==> src/rsa_pkg.sv <==
// package for the rail strobe assignment registers and their sequencer
`default_nettype none

package rsa_pkg;

    // ************
    // register subaddresses and values after reset
    // ************
    localparam logic [7:0] ADDR_BB_B3     = 8'h23;   // buck-boost / buck three
    localparam logic [7:0] ADDR_BACKUP    = 8'h24;   // backup rails
    localparam logic [7:0] ADDR_SW_LDO    = 8'h25;   // load switch / linear reg
    localparam logic [7:0] ADDR_GPO       = 8'h26;   // general-purpose outputs
    localparam logic [7:0] RST_BB_B3      = 8'h84;
    localparam logic [7:0] RST_BACKUP     = 8'h10;
    localparam logic [7:0] RST_SW_LDO     = 8'h88;
    localparam logic [7:0] RST_GPO        = 8'h08;
    localparam logic [7:0] RDATA_UNMAPPED = 8'h00;   // answer to other addresses

    // ************
    // field positions
    // ************
    localparam int HI_LSB  = 4;                      // upper nibble field
    localparam int LO_LSB  = 0;                      // lower nibble field
    localparam int B18_LSB = 4;                      // 1.8 V backup, bits 5..4
    localparam int B10_LSB = 0;                      // 1.0 V backup, bits 1..0

    // ************
    // strobe codes
    // ************
    localparam logic [3:0] CODE_FIRST   = 4'h3;      // lowest controlling code
    localparam logic [3:0] CODE_LAST    = 4'hA;      // highest controlling code
    localparam logic [1:0] BK_CODE_S1   = 2'h1;      // backup: strobe one
    localparam logic [1:0] BK_CODE_S2   = 2'h2;      // backup: strobe two
    localparam logic [3:0] STROBE_ONE   = 4'h1;
    localparam logic [3:0] STROBE_TWO   = 4'h2;
    localparam logic [3:0] STROBE_THREE = 4'h3;
    localparam logic [3:0] STROBE_LAST  = 4'hA;
    localparam logic [3:0] STROBE_NONE  = 4'h0;      // idle strobe number

    // ************
    // rail indices
    // ************
    localparam int NUM_RAILS   = 8;
    localparam int RAIL_BUCK3  = 0;                  // step_down_rail_three
    localparam int RAIL_BB     = 1;                  // buck_boost_rail
    localparam int RAIL_BK10   = 2;                  // backup_rail_1v0
    localparam int RAIL_BK18   = 3;                  // backup_rail_1v8
    localparam int RAIL_LDO    = 4;                  // linear_regulator_rail
    localparam int RAIL_LS     = 5;                  // low_voltage_load_switch
    localparam int RAIL_GPO1   = 6;
    localparam int RAIL_GPO3   = 7;
    localparam logic [NUM_RAILS-1:0] RAIL_EN_RST = 8'h00;

    // ************
    // timing
    // ************
    localparam int CLK_KHZ      = 200000;            // mclk rate
    localparam int DLY_SHORT_MS = 2;
    localparam int DLY_LONG_MS  = 5;
    localparam int DOWN_FACTOR  = 10;                // power-down multiplier
    localparam int CNT_W        = 24;
    localparam logic [CNT_W-1:0] SHORT_CYC    = CNT_W'(DLY_SHORT_MS * CLK_KHZ);
    localparam logic [CNT_W-1:0] LONG_CYC     = CNT_W'(DLY_LONG_MS * CLK_KHZ);
    localparam logic [CNT_W-1:0] SHORT_DN_CYC = CNT_W'(DLY_SHORT_MS * CLK_KHZ * DOWN_FACTOR);
    localparam logic [CNT_W-1:0] LONG_DN_CYC  = CNT_W'(DLY_LONG_MS * CLK_KHZ * DOWN_FACTOR);
    localparam logic [CNT_W-1:0] CNT_ONE      = 24'h00_0001;
    localparam logic [CNT_W-1:0] CNT_ZERO     = 24'h00_0000;

    // ************
    // types
    // ************
    typedef struct packed {
        logic       wr;                              // write strobe
        logic       rd;                              // read strobe
        logic [7:0] addr;                            // subaddress
        logic [7:0] wdata;                           // write data
    } rsa_reg_req_s;

    typedef enum logic [1:0] {
        ST_IDLE,
        ST_STROBE,
        ST_WAIT
    } rsa_state_e;

endpackage

`default_nettype wire

==> src/rsa_strobe_match.sv <==
// one rail's strobe match: does the assignment code select this strobe
`default_nettype none

module rsa_strobe_match #(
    parameter bit WIDE = 1'b1                        // 4-bit field when set
) (
    // assignment and current strobe
    input  wire logic [3:0] code,
    input  wire logic [3:0] strobe,
    // result
    output logic            hit
);

    // ************
    // code decode
    // ************
    logic wide_ok;                                   // code 3..A controls
    logic narrow_ok;                                 // code bits 1..0 equal 1 or 2

    assign wide_ok   = (code >= rsa_pkg::CODE_FIRST) && (code <= rsa_pkg::CODE_LAST);
    assign narrow_ok = (code[1:0] == rsa_pkg::BK_CODE_S1) || (code[1:0] == rsa_pkg::BK_CODE_S2);
    // other codes never match any strobe
    assign hit = (WIDE ? wide_ok : narrow_ok) && (code == strobe);

endmodule

`default_nettype wire

==> src/rsa_top.sv <==
// rail strobe assignment registers with the strobe sequencer that uses them
//
// Contract
// - 4-bit codes 3..A enable at that strobe
// - codes 0-2 and B-F leave rail uncontrolled
// - 0x23 holds buck-boost 7:4=8, buck3 3:0=4
// - backup register at 0x24, reset 0x10
// - backup code 1/2 strobes one/two, else none
// - 1.8V backup bits 5:4, 1.0V bits 1:0
// - strobes one and two only when seal zero
// - set seal: backup rails never disabled
// - backup bits 7:6, 3:2 read zero
// - switch/linear register at 0x25, reset 0x88
// - load switch 7:4, linear 3:0, both 8
// - general-purpose output register 0x26, reset 0x08
// - buck-boost/buck3 register 0x23, reset 0x84
// - gap delay 2 ms or 5 ms per bit
// - power-down delays times ten when selected
`default_nettype none

module rsa_top #(
    parameter logic [23:0] SHORT_CYC    = rsa_pkg::SHORT_CYC,
    parameter logic [23:0] LONG_CYC     = rsa_pkg::LONG_CYC,
    parameter logic [23:0] SHORT_DN_CYC = rsa_pkg::SHORT_DN_CYC,
    parameter logic [23:0] LONG_DN_CYC  = rsa_pkg::LONG_DN_CYC
) (
    // clock and reset
    input  wire logic                      mclk,
    input  wire logic                      sys_rst,
    // register port from the serial interface
    input  wire rsa_pkg::rsa_reg_req_s     reg_req,
    input  wire logic                      pw_unlocked,
    output logic [7:0]                     reg_rdata,
    output logic                           reg_rvalid,
    // sequencer control
    input  wire logic                      power_up_req,
    input  wire logic                      power_down_req,
    input  wire logic [8:0]                gap_long_sel,
    input  wire logic                      powerdown_delay_multiplier,
    input  wire logic                      freshness_seal_flag,
    // rail enables and status
    output logic [rsa_pkg::NUM_RAILS-1:0]  rail_en,
    output logic [3:0]                     strobe_num,
    output logic                           seq_busy
);

    // ************
    // register storage
    // ************
    // one nibble or pair per rail
    logic [3:0] buckboost_strobe_code;               // 0x23 upper
    logic [3:0] buck3_strobe_code;                   // 0x23 lower
    logic [1:0] backup_1v8_strobe_code;              // 0x24 bits 5..4
    logic [1:0] backup_1v0_strobe_code;              // 0x24 bits 1..0
    logic [3:0] low_volt_switch_strobe_code;         // 0x25 upper
    logic [3:0] linear_reg_strobe_code;              // 0x25 lower
    logic [3:0] gpo3_strobe_code;                    // 0x26 upper
    logic [3:0] gpo1_strobe_code;                    // 0x26 lower

    // ************
    // address decode
    // ************
    // one select per mapped subaddress
    logic sel_bb_b3;
    logic sel_backup;
    logic sel_sw_ldo;
    logic sel_gpo;
    logic wr_ok;                                     // write allowed

    assign sel_bb_b3  = (reg_req.addr == rsa_pkg::ADDR_BB_B3);
    assign sel_backup = (reg_req.addr == rsa_pkg::ADDR_BACKUP);
    assign sel_sw_ldo = (reg_req.addr == rsa_pkg::ADDR_SW_LDO);
    assign sel_gpo    = (reg_req.addr == rsa_pkg::ADDR_GPO);
    // locked writes are dropped silently
    assign wr_ok      = reg_req.wr && pw_unlocked;

    // ************
    // register writes
    // ************
    // writes land at the edge that takes them
    // buck-boost and buck three fields
    always_ff @(posedge mclk or posedge sys_rst) begin
        if (sys_rst) begin
            buckboost_strobe_code <= rsa_pkg::RST_BB_B3[7:4];
            buck3_strobe_code     <= rsa_pkg::RST_BB_B3[3:0];
        end else if (wr_ok && sel_bb_b3) begin
            buckboost_strobe_code <= reg_req.wdata[rsa_pkg::HI_LSB +: 4];
            buck3_strobe_code     <= reg_req.wdata[rsa_pkg::LO_LSB +: 4];
        end
    end

    // backup fields; reserved bits are not stored
    always_ff @(posedge mclk or posedge sys_rst) begin
        if (sys_rst) begin
            backup_1v8_strobe_code <= rsa_pkg::RST_BACKUP[5:4];
            backup_1v0_strobe_code <= rsa_pkg::RST_BACKUP[1:0];
        end else if (wr_ok && sel_backup) begin
            backup_1v8_strobe_code <= reg_req.wdata[rsa_pkg::B18_LSB +: 2];
            backup_1v0_strobe_code <= reg_req.wdata[rsa_pkg::B10_LSB +: 2];
        end
    end

    // load switch and linear regulator fields
    always_ff @(posedge mclk or posedge sys_rst) begin
        if (sys_rst) begin
            low_volt_switch_strobe_code <= rsa_pkg::RST_SW_LDO[7:4];
            linear_reg_strobe_code      <= rsa_pkg::RST_SW_LDO[3:0];
        end else if (wr_ok && sel_sw_ldo) begin
            low_volt_switch_strobe_code <= reg_req.wdata[rsa_pkg::HI_LSB +: 4];
            linear_reg_strobe_code      <= reg_req.wdata[rsa_pkg::LO_LSB +: 4];
        end
    end

    // general-purpose output fields
    always_ff @(posedge mclk or posedge sys_rst) begin
        if (sys_rst) begin
            gpo3_strobe_code <= rsa_pkg::RST_GPO[7:4];
            gpo1_strobe_code <= rsa_pkg::RST_GPO[3:0];
        end else if (wr_ok && sel_gpo) begin
            gpo3_strobe_code <= reg_req.wdata[rsa_pkg::HI_LSB +: 4];
            gpo1_strobe_code <= reg_req.wdata[rsa_pkg::LO_LSB +: 4];
        end
    end

    // ************
    // read path
    // ************
    // answer one cycle after the read strobe
    logic [7:0] next_rdata;                          // read mux

    // reserved backup bits are driven as zero
    assign next_rdata = sel_bb_b3  ? {buckboost_strobe_code, buck3_strobe_code} :
                        sel_backup ? {2'h0, backup_1v8_strobe_code,
                                      2'h0, backup_1v0_strobe_code} :
                        sel_sw_ldo ? {low_volt_switch_strobe_code, linear_reg_strobe_code} :
                        sel_gpo    ? {gpo3_strobe_code, gpo1_strobe_code} :
                                     rsa_pkg::RDATA_UNMAPPED;

    // read data registered one cycle after the strobe
    always_ff @(posedge mclk or posedge sys_rst) begin
        if (sys_rst) begin
            reg_rdata  <= rsa_pkg::RDATA_UNMAPPED;
            reg_rvalid <= 1'b0;
        end else begin
            reg_rdata  <= reg_req.rd ? next_rdata : reg_rdata;
            reg_rvalid <= reg_req.rd;
        end
    end

    // ************
    // per-rail strobe match
    // ************
    // backup codes zero-extended to four bits
    logic [3:0]                    rail_code [rsa_pkg::NUM_RAILS];
    logic [rsa_pkg::NUM_RAILS-1:0] rail_hit;         // rail selects this strobe

    assign rail_code[rsa_pkg::RAIL_BUCK3] = buck3_strobe_code;
    assign rail_code[rsa_pkg::RAIL_BB]    = buckboost_strobe_code;
    assign rail_code[rsa_pkg::RAIL_BK10]  = {2'h0, backup_1v0_strobe_code};
    assign rail_code[rsa_pkg::RAIL_BK18]  = {2'h0, backup_1v8_strobe_code};
    assign rail_code[rsa_pkg::RAIL_LDO]   = linear_reg_strobe_code;
    assign rail_code[rsa_pkg::RAIL_LS]    = low_volt_switch_strobe_code;
    assign rail_code[rsa_pkg::RAIL_GPO1]  = gpo1_strobe_code;
    assign rail_code[rsa_pkg::RAIL_GPO3]  = gpo3_strobe_code;

    // backup rails decode 2-bit codes, all others 4-bit codes
    for (genvar i = 0; i < rsa_pkg::NUM_RAILS; i++) begin : g_match
        localparam bit IS_WIDE = (i != rsa_pkg::RAIL_BK10) && (i != rsa_pkg::RAIL_BK18);
        rsa_strobe_match #(
            .WIDE   (IS_WIDE)
        ) u_match (
            .code   (rail_code[i]),
            .strobe (strobe_num),
            .hit    (rail_hit[i])
        );
    end

    // ************
    // sequencer decode
    // ************
    // starts are taken only when idle
    rsa_pkg::rsa_state_e state;
    rsa_pkg::rsa_state_e next_state;
    logic                dir_up;                     // 1 power-up, 0 power-down
    logic [23:0]         dly_left;                   // gap countdown
    logic                up_done;
    logic                down_done;
    logic                seq_last;                   // final strobe of the walk
    logic [3:0]          gap_idx;                    // gap select index
    logic                gap_long;
    logic [23:0]         gap_cycles;
    logic                start_up;
    logic                start_down;
    logic [3:0]          first_up;
    logic [3:0]          next_strobe_step;
    logic                keep_backup;                // backup stays on
    logic [rsa_pkg::NUM_RAILS-1:0] down_mask;        // rails allowed to turn off

    assign start_up   = (state == rsa_pkg::ST_IDLE) && power_up_req;
    assign start_down = (state == rsa_pkg::ST_IDLE) && power_down_req && !power_up_req;
    // a set seal skips the two backup strobes
    assign first_up   = freshness_seal_flag ? rsa_pkg::STROBE_THREE
                                            : rsa_pkg::STROBE_ONE;
    assign up_done    = dir_up && (strobe_num == rsa_pkg::STROBE_LAST);
    assign down_done  = !dir_up && ((strobe_num == rsa_pkg::STROBE_ONE) ||
                        (freshness_seal_flag && (strobe_num == rsa_pkg::STROBE_THREE)));
    assign seq_last   = up_done || down_done;
    // gap k sits between strobes k and k+1, bit k-1 selects it
    assign gap_idx    = dir_up ? (strobe_num - rsa_pkg::STROBE_ONE)
                               : (strobe_num - rsa_pkg::STROBE_TWO);
    assign gap_long   = gap_long_sel[gap_idx];
    assign gap_cycles = dir_up ? (gap_long ? LONG_CYC : SHORT_CYC)
                      : powerdown_delay_multiplier ? (gap_long ? LONG_DN_CYC
                                                               : SHORT_DN_CYC)
                      : (gap_long ? LONG_CYC : SHORT_CYC);
    assign next_strobe_step = dir_up ? (strobe_num + rsa_pkg::STROBE_ONE)
                                     : (strobe_num - rsa_pkg::STROBE_ONE);
    assign keep_backup = freshness_seal_flag;
    assign down_mask   = keep_backup ? ~((8'h01 << rsa_pkg::RAIL_BK10) |
                                         (8'h01 << rsa_pkg::RAIL_BK18))
                                     : 8'hFF;

    // state transition
    always_comb begin
        next_state = state;
        unique case (state)
            // idle until a start request
            rsa_pkg::ST_IDLE: begin
                if (start_up || start_down) begin
                    next_state = rsa_pkg::ST_STROBE;
                end
            end
            // one strobe cycle, then gap or done
            rsa_pkg::ST_STROBE: begin
                next_state = seq_last ? rsa_pkg::ST_IDLE : rsa_pkg::ST_WAIT;
            end
            // count the gap down
            rsa_pkg::ST_WAIT: begin
                if (dly_left == rsa_pkg::CNT_ONE) begin
                    next_state = rsa_pkg::ST_STROBE;
                end
            end
        endcase
    end

    // ************
    // sequencer registers
    // ************
    // each step is one edge of the walk
    // state, direction and busy flag
    always_ff @(posedge mclk or posedge sys_rst) begin
        if (sys_rst) begin
            state    <= rsa_pkg::ST_IDLE;
            dir_up   <= 1'b1;
            seq_busy <= 1'b0;
        end else begin
            state    <= next_state;
            dir_up   <= start_up ? 1'b1 : start_down ? 1'b0 : dir_up;
            seq_busy <= (next_state != rsa_pkg::ST_IDLE);
        end
    end

    // strobe number: set at start, stepped when the gap expires
    always_ff @(posedge mclk or posedge sys_rst) begin
        if (sys_rst) begin
            strobe_num <= rsa_pkg::STROBE_NONE;
        end else if (start_up) begin
            strobe_num <= first_up;
        end else if (start_down) begin
            strobe_num <= rsa_pkg::STROBE_LAST;
        end else if (state == rsa_pkg::ST_STROBE && seq_last) begin
            strobe_num <= rsa_pkg::STROBE_NONE;
        end else if (state == rsa_pkg::ST_WAIT && dly_left == rsa_pkg::CNT_ONE) begin
            strobe_num <= next_strobe_step;
        end
    end

    // gap countdown loaded at each strobe except the last
    always_ff @(posedge mclk or posedge sys_rst) begin
        if (sys_rst) begin
            dly_left <= rsa_pkg::CNT_ZERO;
        end else if (state == rsa_pkg::ST_STROBE && !seq_last) begin
            dly_left <= gap_cycles;
        end else if (state == rsa_pkg::ST_WAIT) begin
            dly_left <= dly_left - rsa_pkg::CNT_ONE;
        end
    end

    // rails switched in the strobe cycle: on going up, off going down
    always_ff @(posedge mclk or posedge sys_rst) begin
        if (sys_rst) begin
            rail_en <= rsa_pkg::RAIL_EN_RST;
        end else if (state == rsa_pkg::ST_STROBE && dir_up) begin
            rail_en <= rail_en | rail_hit;
        end else if (state == rsa_pkg::ST_STROBE) begin
            rail_en <= rail_en & ~(rail_hit & down_mask);
        end
    end

endmodule

`default_nettype wire

==> config.mk <==
export PLATFORM = sky130hd
export DESIGN_NAME = rsa_top
export DESIGN_NICKNAME = d
export VERILOG_FILES = /design/src/rsa_pkg.sv /design/src/rsa_strobe_match.sv /design/src/rsa_top.sv
export SDC_FILE = /design/constraint.sdc
export NUM_CORES = 1
export LEC_CHECK = 0
export ABC_AREA = 1
export BUFFER_PORTS_ARGS = -buffer_cell sky130_fd_sc_hd__buf_2
export CAP_MARGIN = 20
export CORE_ASPECT_RATIO = 0.9
export CORE_MARGIN = 1
export CORE_UTILIZATION = 54
export CTS_CLUSTER_DIAMETER = 60
export DETAILED_ROUTE_END_ITERATION = 10
export PLACE_DENSITY = 0.77
export SETUP_SLACK_MARGIN = 0.4
export SYNTH_ARGS = -nofsm -noshare
export SYNTH_HDL_FRONTEND = slang
export SYNTH_SLANG_ARGS = --single-unit
==> constraint.sdc <==
create_clock -name mclk -period 2.56 [get_ports mclk]
set_input_delay 0.256 -clock mclk [delete_from_list [all_inputs] [get_ports mclk]]
set_output_delay 0.256 -clock mclk [all_outputs]
set_load 0.02 [all_outputs]
After elaboration in Yosys (flattened, before gate mapping)
Cells that the tools add are included.
{ "totals": {"regBits": 77} }
{ "classes": {"add_sub_neg": 4, "order_cmp": 13, "eq_ne": 22, "muxes": 28, "bitwise": 4, "reduce_logical": 43} }
{ "ops": {"columns": ["op", "count"], "rows": [
  ["2-to-1 mux 24 bit", 5],
  ["2-to-1 mux 8 bit", 6],
  ["== test 8 x 6 -> 1 bit (second input constant)", 4],
  ["logical AND 1 bit", 29],
  ["2-to-1 mux 4 bit", 7],
  ["== test 24 x 1 -> 1 bit (second input constant)", 1],
  ["== test 4 bit", 6],
  ["greater-or-equal comparator 4 x 2 -> 1 bit (second input constant)", 6],
  ["less-or-equal comparator 4 bit (second input constant)", 6],
  ["subtractor 24 x 1 -> 24 bit (second input constant)", 1],
  ["2-to-1 mux 20 bit", 1],
  ["bitwise AND 8 bit", 2],
  ["== test 2 x 4 -> 1 bit", 2],
  ["2-to-1 mux 2 bit", 4],
  ["NOT 8 bit", 1],
  ["bitwise OR 8 bit", 1],
  ["nonzero test 2 bit", 4],
  ["== test 2 x 1 -> 1 bit (second input constant)", 3],
  ["== test 2 bit (second input constant)", 3],
  ["one-hot mux 2 bit (3 select lines)", 1],
  ["logical OR 1 bit", 5],
  ["< comparator 4 x 5 -> 1 bit (second input constant)", 1],
  ["adder 4 x 1 -> 4 bit (second input constant)", 1],
  ["binary-select mux 1 bit (select 4 bit)", 1],
  ["other kinds (9)", 13]
]} }

Depth between registers and ports, before layout
Gate-level depths: netlist of run 1.
{ "depth": {"depth_word": 9, "mapped_depth": 19, "depth_no_buf": 18} }

Cells and area by module
From an unflattened synthesis of run 1, not the netlist that was laid out.
{ "hier_totals": {"hier_cells": 797, "area_unflattened_um2": 5395.2} }
{ "modules_own_cells": {"columns": ["mod", "instances", "cells_each", "area_per_inst_um2", "seq_area_each_um2"], "rows": [
  ["rsa_top", 1, 579, 4544.4, 1935.6],
  ["rsa_strobe_match (g_match[0].u_match ...)", 6, 30, 116.4, 0.0],
  ["rsa_strobe_match (g_match[2].u_match ...)", 2, 19, 76.3, 0.0]
]} }

Worst setup path after synthesis of run 1
Ideal clock, no wire load.
{ "synth_timing": {"path_kind": "flip-flop to flip-flop", "startpoint": "reg strobe_num[0]", "endpoint": "reg dly_left[7]", "setup_time_ns": 0.127, "t_arrival_ns": 2.421, "setup_slack_ns": 0.012, "stages_incl_launch_ff": 18, "n_path_buf": 1, "period_less_slack_ns": 2.548, "path_cell_list": "dfrtp_1 > buf_2 > inv_2 > ha_1 > inv_1 > nand2_1 > nand2_1 > nand2_1 > nand2_1 > nand2_1 > nand2_1 > nand2_2 > nand2_1 > inv_2 > ha_1 > or2_2 > nand3_2 > a21oi_1"} }
{ "synth_between": {"elab_chain_cells": 8, "word_cells_on_any_way": 21, "classes_between": "2 x add/sub; 3 x eq/ne; 8 x mux; 8 x reduce/logical"} }
{ "synth_lines": {"columns": ["item", "line", "source"], "rows": [
  ["start, declared", "rsa_top.sv:43", "output logic [3:0] strobe_num,"],
  ["start signal, assigned", "rsa_top.sv:266", "strobe_num <= rsa_pkg::STROBE_NONE;"],
  ["start signal, assigned", "rsa_top.sv:268", "strobe_num <= first_up;"],
  ["start signal, assigned", "rsa_top.sv:270", "strobe_num <= rsa_pkg::STROBE_LAST;"],
  ["subtractor 4 x 2 -> 4 bit, or another cell as far along", "rsa_top.sv:210", ": (strobe_num - rsa_pkg::STROBE_TWO);"],
  ["2-to-1 mux 4 bit or logical AND 1 bit (tied branches)", "rsa_top.sv:209, rsa_top.sv:206", null],
  ["binary-select mux 1 bit (select 4 bit) or logical OR 1 bit (tied branches)", "rsa_top.sv:211, rsa_top.sv:205", null],
  ["2-to-1 mux 1 bit (implied by the code) or logical AND 1 bit (tied branches)", "rsa_top.sv:211, rsa_top.sv:205", null],
  ["2-to-1 mux 20 bit, or another cell as far along", "rsa_top.sv:212, rsa_top.sv:215", null],
  ["2-to-1 mux 24 bit or logical NOT 1 bit (tied branches)", "rsa_top.sv:213, rsa_top.sv:282", null],
  ["2-to-1 mux 24 bit or logical AND 1 bit (tied branches)", "rsa_top.sv:212, rsa_top.sv:282", null],
  ["2-to-1 mux 24 bit or nonzero test 2 bit (tied branches)", null, null],
  ["end signal, assigned", "rsa_top.sv:281", "dly_left <= rsa_pkg::CNT_ZERO;"],
  ["end signal, assigned", "rsa_top.sv:283", "dly_left <= gap_cycles;"],
  ["end signal, assigned", "rsa_top.sv:285", "dly_left <= dly_left - rsa_pkg::CNT_ONE;"],
  ["end, declared", "rsa_top.sv:185", "logic [23:0] dly_left;"]
]} }
Parallel ways exist; a longest one is shown, timed or not. The select of a mux whose other input is x is not followed.
A chain may end at the register's enable or synchronous reset.

Worst setup path in the final report of run 1
{ "layout_timing": {"startpoint": "reg dir_up", "endpoint": "reg dly_left[7]"} }
{ "layout_between": {"elab_chain_cells": 7, "word_cells_on_any_way": 15, "classes_between": "8 x mux; 7 x reduce/logical"} }
{ "layout_lines": {"columns": ["item", "line", "source"], "rows": [
  ["start, declared", "rsa_top.sv:184", "logic dir_up;"],
  ["start signal, assigned", "rsa_top.sv:258", "dir_up <= start_up ? 1'b1 : start_down ? 1'b0 : dir_up;"],
  ["2-to-1 mux 4 bit", "rsa_top.sv:209", "assign gap_idx = dir_up ? (strobe_num - rsa_pkg::STROBE_ONE)"],
  ["binary-select mux 1 bit (select 4 bit)", "rsa_top.sv:211", "assign gap_long = gap_long_sel[gap_idx];"],
  ["2-to-1 mux 1 bit (implied by the code)", "rsa_top.sv:211", null],
  ["2-to-1 mux 20 bit or 2-to-1 mux 24 bit (tied branches)", "rsa_top.sv:212, rsa_top.sv:215, rsa_top.sv:213", null],
  ["2-to-1 mux 24 bit", "rsa_top.sv:213", ": powerdown_delay_multiplier ? (gap_long ? LONG_DN_CYC"],
  ["2-to-1 mux 24 bit", "rsa_top.sv:212", "assign gap_cycles = dir_up ? (gap_long ? LONG_CYC : SHORT_CYC)"],
  ["2-to-1 mux 24 bit", "rsa_top.sv:282", "end else if (state == rsa_pkg::ST_STROBE && !seq_last) begin"]
]} }
Parallel ways exist; a longest one is shown, timed or not. The select of a mux whose other input is x is not followed.

==> results of run 1 <==
[layout make-up]
type / count / area [um^2]
multi-input cells: 488 / 2760
clock inverters: 6 / 71.3
inverters: 107 / 430
flip-flops and latches: 77 / 1940
well taps: 122 / 153
clock buffers: 10 / 128
repair buffers: 72 / 428
fillers: 831 / 3180
[metrics by stage]
| step | power, mW | cells |
|---|---|---|
| 2_1_floorplan | 1.35 | 688 |
| 3_3_place_gp | 1.41 | 858 |
| 3_5_place_dp | 1.42 | 858 |
| 4_1_cts | 2.37 | 877 |
| 6_report | 2.36 | 882 |
| 5_1_grt | 2.44 | 882 |
[worst max path at each step]
stage	endpoint	slack, ps
after global routing	dly_left[16]	230
after global placement	dly_left[18]	280
after CTS	dly_left[16]	380
after floorplan	dly_left[16]	300
final	dly_left[7]	360
after detailed placement	dly_left[18]	190
[cells in the final DEF, fill, tap and decap left out, types with 4 or more instances in the layout]
| cell type | instances |
|---|---|
| nand2_1 | 170 |
| inv_1 | 94 |
| dfrtp_1 | 67 |
| o21ai_0 | 63 |
| buf_2 | 55 |
| nor2_1 | 44 |
| nand3_1 | 40 |
| a21oi_1 | 18 |
| o21ai_1 | 15 |
| buf_4 | 15 |
| ha_1 | 13 |
| xor2_1 | 12 |
| nor3_1 | 11 |
| nand2_2 | 11 |
| clkbuf_8 | 9 |
| nand4_1 | 8 |
| nor2_2 | 8 |
| o22ai_1 | 7 |
| dfstp_2 | 7 |
| inv_2 | 6 |
| o2111ai_1 | 6 |
| ha_4 | 6 |
| nand2_4 | 5 |
| nand3_2 | 5 |
| a221oi_1 | 4 |
| a21oi_2 | 4 |
[per-layer routing]
layer / global-route usage / part of all wire / vias to the layer above / wire [um]
li1: - / - / 2376 / -
met1: 0.396 / 0.46 / 2302 / 6230
met2: 0.479 / 0.46 / 182 / 6320
met3: 0.0548 / 0.065 / 26 / 882
met4: 0.101 / 0.016 / 0 / 217
met5: 0 / 0 / - / 0
[what timing repair did]
action / CTS / global route
pin swaps: 8 / 8
buffers inserted: 3 / 5
gates resized for setup: 12 / 22
setup endpoints to repair: 12 / 15
[worst max-delay path, delay by kind of cell (launching register included)]
kind | cells | cell delay, ps
simple gates | 10 | 800
buf+inv | 3 | 190
fa+ha+maj | 2 | 480
flops | 1 | 540
compound gates | 1 | 70
[state kept, by name, indices dropped and copies added (netlist names), 4 cells and up, named ones only]
name,flops
strobe_num,4
buck3_strobe_code,4
buckboost_strobe_code,4
dly_left,24
reg_rdata,8
linear_reg_strobe_code,4
low_volt_switch_strobe_code,4
gpo1_strobe_code,4
gpo3_strobe_code,4
[report_power, final]
part / total, mW / internal [mW] / switching [mW]
clock network: 0.960 / 0.458 / 0.503
registers: 1.25 / 1.23 / 0.0193
logic: 0.148 / 0.0541 / 0.0941
total: 2.36 / 1.75 / 0.616
[cells by family (layout without fill, tap and decap cells)]
| family | Yosys count | count (layout) |
|---|---|---|
| buffers and inverters | 123 | 195 |
| AND/OR/NAND/NOR | 319 | 319 |
| XOR/XNOR | 15 | 15 |
| flip-flops | 77 | 77 |
| adder cells (fa/ha/maj) | 19 | 19 |
| AO/OA/AOI/OAI | 135 | 135 |
==> impl_metrics.json, run 1 <==
{
  "start_kind": "register",
  "synthCells": 688,
  "layout_min_cycle_time_ps": 2200,
  "core_region_area_mm2": 0.00908,
  "layout.nets": 808,
  "overflow": 0,
  "cts.sinks": 77,
  "synth_cell_types": 46,
  "grt_pass1_wl_um": 22700,
  "placed_area_mm2": 0.00552,
  "path_clk_slew_ps": 90,
  "cpPeakStageDelay_ps": 540,
  "ys_async_sr_fraction": 1.00,
  "crit_start": "dir_up",
  "syn_area_mm2": 0.00506,
  "drtIter0Drc": 392,
  "cp-end-kind": "register",
  "grt_max_degree": 49,
  "synth_top_cell_area_share": 0.346,
  "hold_viol_final": 3,
  "finalCritPeriodShare": 0.859,
  "vias_per_cell": 5.54,
  "leakage_nw": 2.92,
  "synth_compound_area_frac": 0.152,
  "slowest_stage": "dfstp_2",
  "r2r_setup_slack_ps": 360,
  "cp.arrival_ps": 2440,
  "worstRegToRegCells": 16,
  "root_buffer": "clkbuf_8",
  "crit_type": "reg2reg",
  "rsz0062_at_grt": "true",
  "detail-route-antenna-nets": 0,
  "routed_wl_um": 13600,
  "fin_util": 0.650,
  "hold_ws_ps": -6.16,
  "clock_latency_ps": 360,
  "die-area_mm2": 0.00976,
  "synth.avg_cell_area_um2": 7.35,
  "outcome": "finished, violations left",
  "slew_headroom": 0.519,
  "ys_seq_area_frac": 0.383,
  "pre_cts_ws_ps": 192,
  "r2r_start": "dir_up",
  "area_delta_synth_final_pct": 16.8,
  "muxShareOfSynthArea": 0,
  "drc": 0,
  "grt_pass1_vias": 4703,
  "vias": 4886,
  "clk_path_buf_depth": 2,
  "setup_viol": 0,
  "yosys_warnings": 0,
  "timing.final.ws_setup_ps": 360,
  "postCtsHoldBufs": 0,
  "cp.required_ps": 2800,
  "power_density_mw_per_mm2": 400,
  "synth_fa_ha_area_frac": 0.0470,
  "worstPathCellList": "inv_2 > ha_4 > inv_4 > nand2_2 > nand2_2 > nand2_1 > nand2_1 > nand2_1 > nand2_1 > nand2_2 > nand2_4 > inv_4 > ha_4 > or2_4 > nand3_4 > a21oi_2",
  "fin_skew_ps": 8.40,
  "synth_top_cell_by_area": "dfrtp_1",
  "hold_class": "in2async",
  "ir_worst_vdd_uv": 309,
  "final_max_slew_viol_count": 0,
  "synth-xor-area-share": 0.0260,
  "violations": "hold timing",
  "fp.dieH_um": 93.8,
  "die_w_um": 104,
  "synth_top_family_by_area": "simple AND/OR/NAND/NOR gates",
  "synth_seq_cells": 77,
  "antenna_found_initial": 0,
  "synthTopCellsByArea": "dfrtp_1 35%, nand2_1 13%, inv_1 7.2%",
  "dr.pass1.iters": 5,
  "synth_most_common_cell": "nand2_1",
  "wl_per_cell_um": 15.5,
  "diodes": 0,
  "core.rowCount": 33,
  "gp_congestion": 0.965,
  "cp_max_fo": 5,
  "start_util": 0.557,
  "grtUsageTotal": 0.295,
  "rr_endpoint": "dly_left[7]",
  "crit_top_cell": "nand2_1",
  "cts_tree": "built",
  "io_buffers": 55,
  "setup_tns_ps": 0,
  "pin_count": 56,
  "worst_pin_slew_ps": 721,
  "syn-num-nets": 741,
  "stdcell_area_mm2": 0.00591,
  "place_hpwl_um": 10000,
  "layout-drive-gt1-share": 0.218,
  "synthFlopType": "dfrtp_1",
  "synth_commonest_cells": "176 x nand2_1, 97 x inv_1, 70 x dfrtp_1",
  "cap_violations": 0,
  "h-tree-depth": 3,
  "synth_edf_count": 0,
  "synthSimpleGateAreaFrac": 0.291,
  "fmaxAchievable_mhz": 455,
  "cts_buffers": 9
}
(Power assumes the default switching activity.)
==> run 2: changes to the inputs <==
==> config.mk (replaced) <==
export PLATFORM = sky130hd
export DESIGN_NAME = rsa_top
export DESIGN_NICKNAME = d
export VERILOG_FILES = /design/src/rsa_pkg.sv /design/src/rsa_strobe_match.sv /design/src/rsa_top.sv
export SDC_FILE = /design/constraint.sdc
export NUM_CORES = 1
export LEC_CHECK = 0
export CAP_MARGIN = 20
export CORE_ASPECT_RATIO = 2
export CORE_MARGIN = 1
export CORE_UTILIZATION = 58
export CTS_CLUSTER_DIAMETER = 60
export DETAILED_ROUTE_END_ITERATION = 10
export DONT_BUFFER_PORTS = 1
export PLACE_DENSITY = 0.76
export SETUP_SLACK_MARGIN = 0.4
export SYNTH_ARGS = -nofsm -noshare
export SYNTH_HDL_FRONTEND = slang
export SYNTH_SLANG_ARGS = --single-unit
==> impl_metrics.json, run 2 <==
{
  "outcome": "finished, violations left",
  "violations": "setup timing",
  "die-area_mm2": 0.00883,
  "yosys_warnings": 0,
  "r2r_setup_slack_ps": -400,
  "fin_skew_ps": 4.13,
  "synthFlopType": "dfrtp_1",
  "layout_common_cells": "68 x dfrtp_1, 41 x buf_4, 37 x mux2_2, 36 x a21oi_1, 26 x xnor2_1",
  "switching_share": 0.226,
  "hold_start": "reg_req[16]",
  "cp.required_ps": 2770,
  "synth_cell_types": 74,
  "path_clk_slew_ps": 60,
  "worstHoldPathCells": 1,
  "synthTopCellsByArea": "dfrtp_1 36%, mux2_2 8.5%, xnor2_1 5.0%",
  "setup_tns_ps": -3370,
  "routed_wl_um": 13500,
  "wl_per_cell_um": 21.9,
  "layout-drive-gt1-share": 0.310,
  "cp-end-kind": "register",
  "antenna_found_initial": 0,
  "overflow": 0,
  "layout_min_cycle_time_ps": 2960,
  "synth_most_common_cell": "dfrtp_1",
  "crit_type": "reg2reg",
  "gp_congestion": 0.840,
  "synth_edf_count": 0,
  "detail-route-antenna-nets": 0,
  "fp.dieH_um": 132,
  "final_max_slew_viol_count": 0,
  "leakage_nw": 2.41,
  "largest_reg_flops": 24,
  "cap_violations": 0,
  "clk_path_buf_depth": 2,
  "core_region_area_mm2": 0.00823,
  "synth_top_cell_area_share": 0.358,
  "fmaxAchievable_mhz": 338,
  "hold_viol_final": 0,
  "p_int_mw": 2.07,
  "cp_max_fo": 2,
  "p_seq_frac": 0.474,
  "dr.pass1.iters": 6,
  "clock_latency_ps": 340,
  "synth_top_cell_by_area": "dfrtp_1",
  "die_w_um": 67.0,
  "r2r_start": "dir_up",
  "vias_per_cell": 6.59,
  "hold_class": "in2reg",
  "io_buffers": 0,
  "place_hpwl_um": 9470,
  "power_density_mw_per_mm2": 462,
  "worstRegToRegCells": 11,
  "area_delta_synth_final_pct": 18.1,
  "h-tree-depth": 3,
  "layout_commonest_cell": "dfrtp_1",
  "layout.nets": 567,
  "timing.final.ws_setup_ps": -401,
  "regMostFlops": "dly_left",
  "grt_pass1_wl_um": 21400,
  "cp.arrival_ps": 3170,
  "grtUsageTotal": 0.325,
  "synth_seq_cells": 77,
  "synth.avg_cell_area_um2": 10.2,
  "rr_endpoint": "dly_left[14]",
  "synthCells": 478,
  "root_buffer": "clkbuf_16",
  "ys_seq_area_frac": 0.395,
  "finalCritPeriodShare": 1.16,
  "drtIter0Drc": 275,
  "worst_pin_slew_ps": 682,
  "grt_pass1_vias": 4300,
  "rsz0062_at_grt": "true",
  "cts_tree": "built",
  "min_to": "reg_rdata[7]",
  "drc": 0,
  "diodes": 0,
  "core.rowCount": 47,
  "cts.sinks": 77,
  "start_util": 0.595,
  "switchingPower_mw": 0.603,
  "ir_worst_vdd_uv": 474,
  "pin_count": 56,
  "ys_async_sr_fraction": 1.00,
  "combPwrFrac": 0.036,
  "setup_viol": 13,
  "clockPowerShare": 0.490,
  "fin_util": 0.702,
  "reg_top3": "dly_left x24, reg_rdata x8",
  "total_power_mw": 2.67,
  "vias": 4069,
  "syn_area_mm2": 0.00490,
  "grt_max_degree": 33,
  "start_kind": "register",
  "syn-num-nets": 531,
  "cts_buffers": 9,
  "slew_headroom": 0.542,
  "synth_commonest_cells": "70 x dfrtp_1, 38 x a21oi_1, 37 x mux2_2"
}
run 2: cell types whose count changed after synthesis, sizes merged, moves of 25 or more:
cell,delta
mux2,+38
o21ai,-57
xnor2,+25
nand2,-165
nand3,-32
inv,-89
nor2,-34
run 2: layer usage:
| metal | vias to the layer above | global-route usage | wire length [um] |
|---|---|---|---|
| met4 | 0 | 0.236 | 939 |
| met3 | 70 | 0.0856 | 754 |
| met1 | 1991 | 0.303 | 4220 |
| li1 | 1831 | - | - |
| met5 | - | 0 | 0 |
| met2 | 177 | 0.572 | 7590 |
run 2: per-stage QoR:
| stage | setup WS (ps) | cells | cell area (um^2) | hold slack (ps) |
|---|---|---|---|---|
| after global placement | -310 | 588 | 5190 | 252 |
| after CTS | -339 | 611 | 5630 | 5.27 |
| after global routing | -475 | 617 | 5780 | 3.42 |
| after floorplan | -539 | 478 | 4970 | 287 |
| final | -401 | 617 | 5780 | 8.24 |
| after detailed placement | -359 | 588 | 5190 | 259 |
run 2: timing repair:
item                       CTS  global route
resized for setup           21            21
setup endpoints to repair   18            19
hold buffers                 2             0
gates cloned                 0             0
setup buffers                5             6
hold endpoints to repair    30             0
pin swaps                    9             9
run 2: worst max-delay path by stage:
stage,startpoint,to,slack (ps)
after floorplan,dir_up,dly_left[6],-540
after global placement,dir_up,dly_left[14],-310
after detailed placement,dir_up,dly_left[6],-360
after CTS,dir_up,dly_left[14],-340
after global routing,dir_up,dly_left[14],-480
final,dir_up,dly_left[14],-400
run 2: layout make-up:
cell class,count,area (um^2)
timing repair buffer,47,373
tap,98,123
clock inverter,6,70.1
sequential,77,1940
inverter,19,87.6
clock buffer,10,239
fill,604,2450
multi-input combinational,360,2950
run 2: power groups by stage:
| stage | Sequential [mW] | Combinational, mW | Clock, mW |
|---|---|---|---|
| global placement | 1.28 | 0.0855 | 0 |
| global route | 1.27 | 0.108 | 1.37 |
| CTS | 1.26 | 0.0945 | 1.32 |
| finish | 1.26 | 0.0957 | 1.31 |
| floorplan | 1.28 | 0.0732 | 0 |
| detailed placement | 1.29 | 0.0893 | 0 |
run 2: critical path, stage by stage, from the launching register on:
cell and delay [ps]:
dfstp_2 600, clkinv_8 60, ha_4 270, mux4_2 520, o21ai_4 190, nor4_4 60, a41o_1 230, or2_4 250
ha_4 160, or3_4 370, o21ai_2 80, a21oi_1 50
run 2: kinds of logic (layout without fill, tap and decap cells):
kind of cell,count (synthesis),after routing,share of synthesized area
AO/OA/AOI/OAI,115,115,0.155
buffers and inverters,41,82,0.0424
multiplexers,46,46,0.107
flip-flops,77,77,0.395
AND/OR/NAND/NOR,142,142,0.183
XOR/XNOR,38,38,0.0680
adder cells (fa/ha/maj),19,19,0.0486
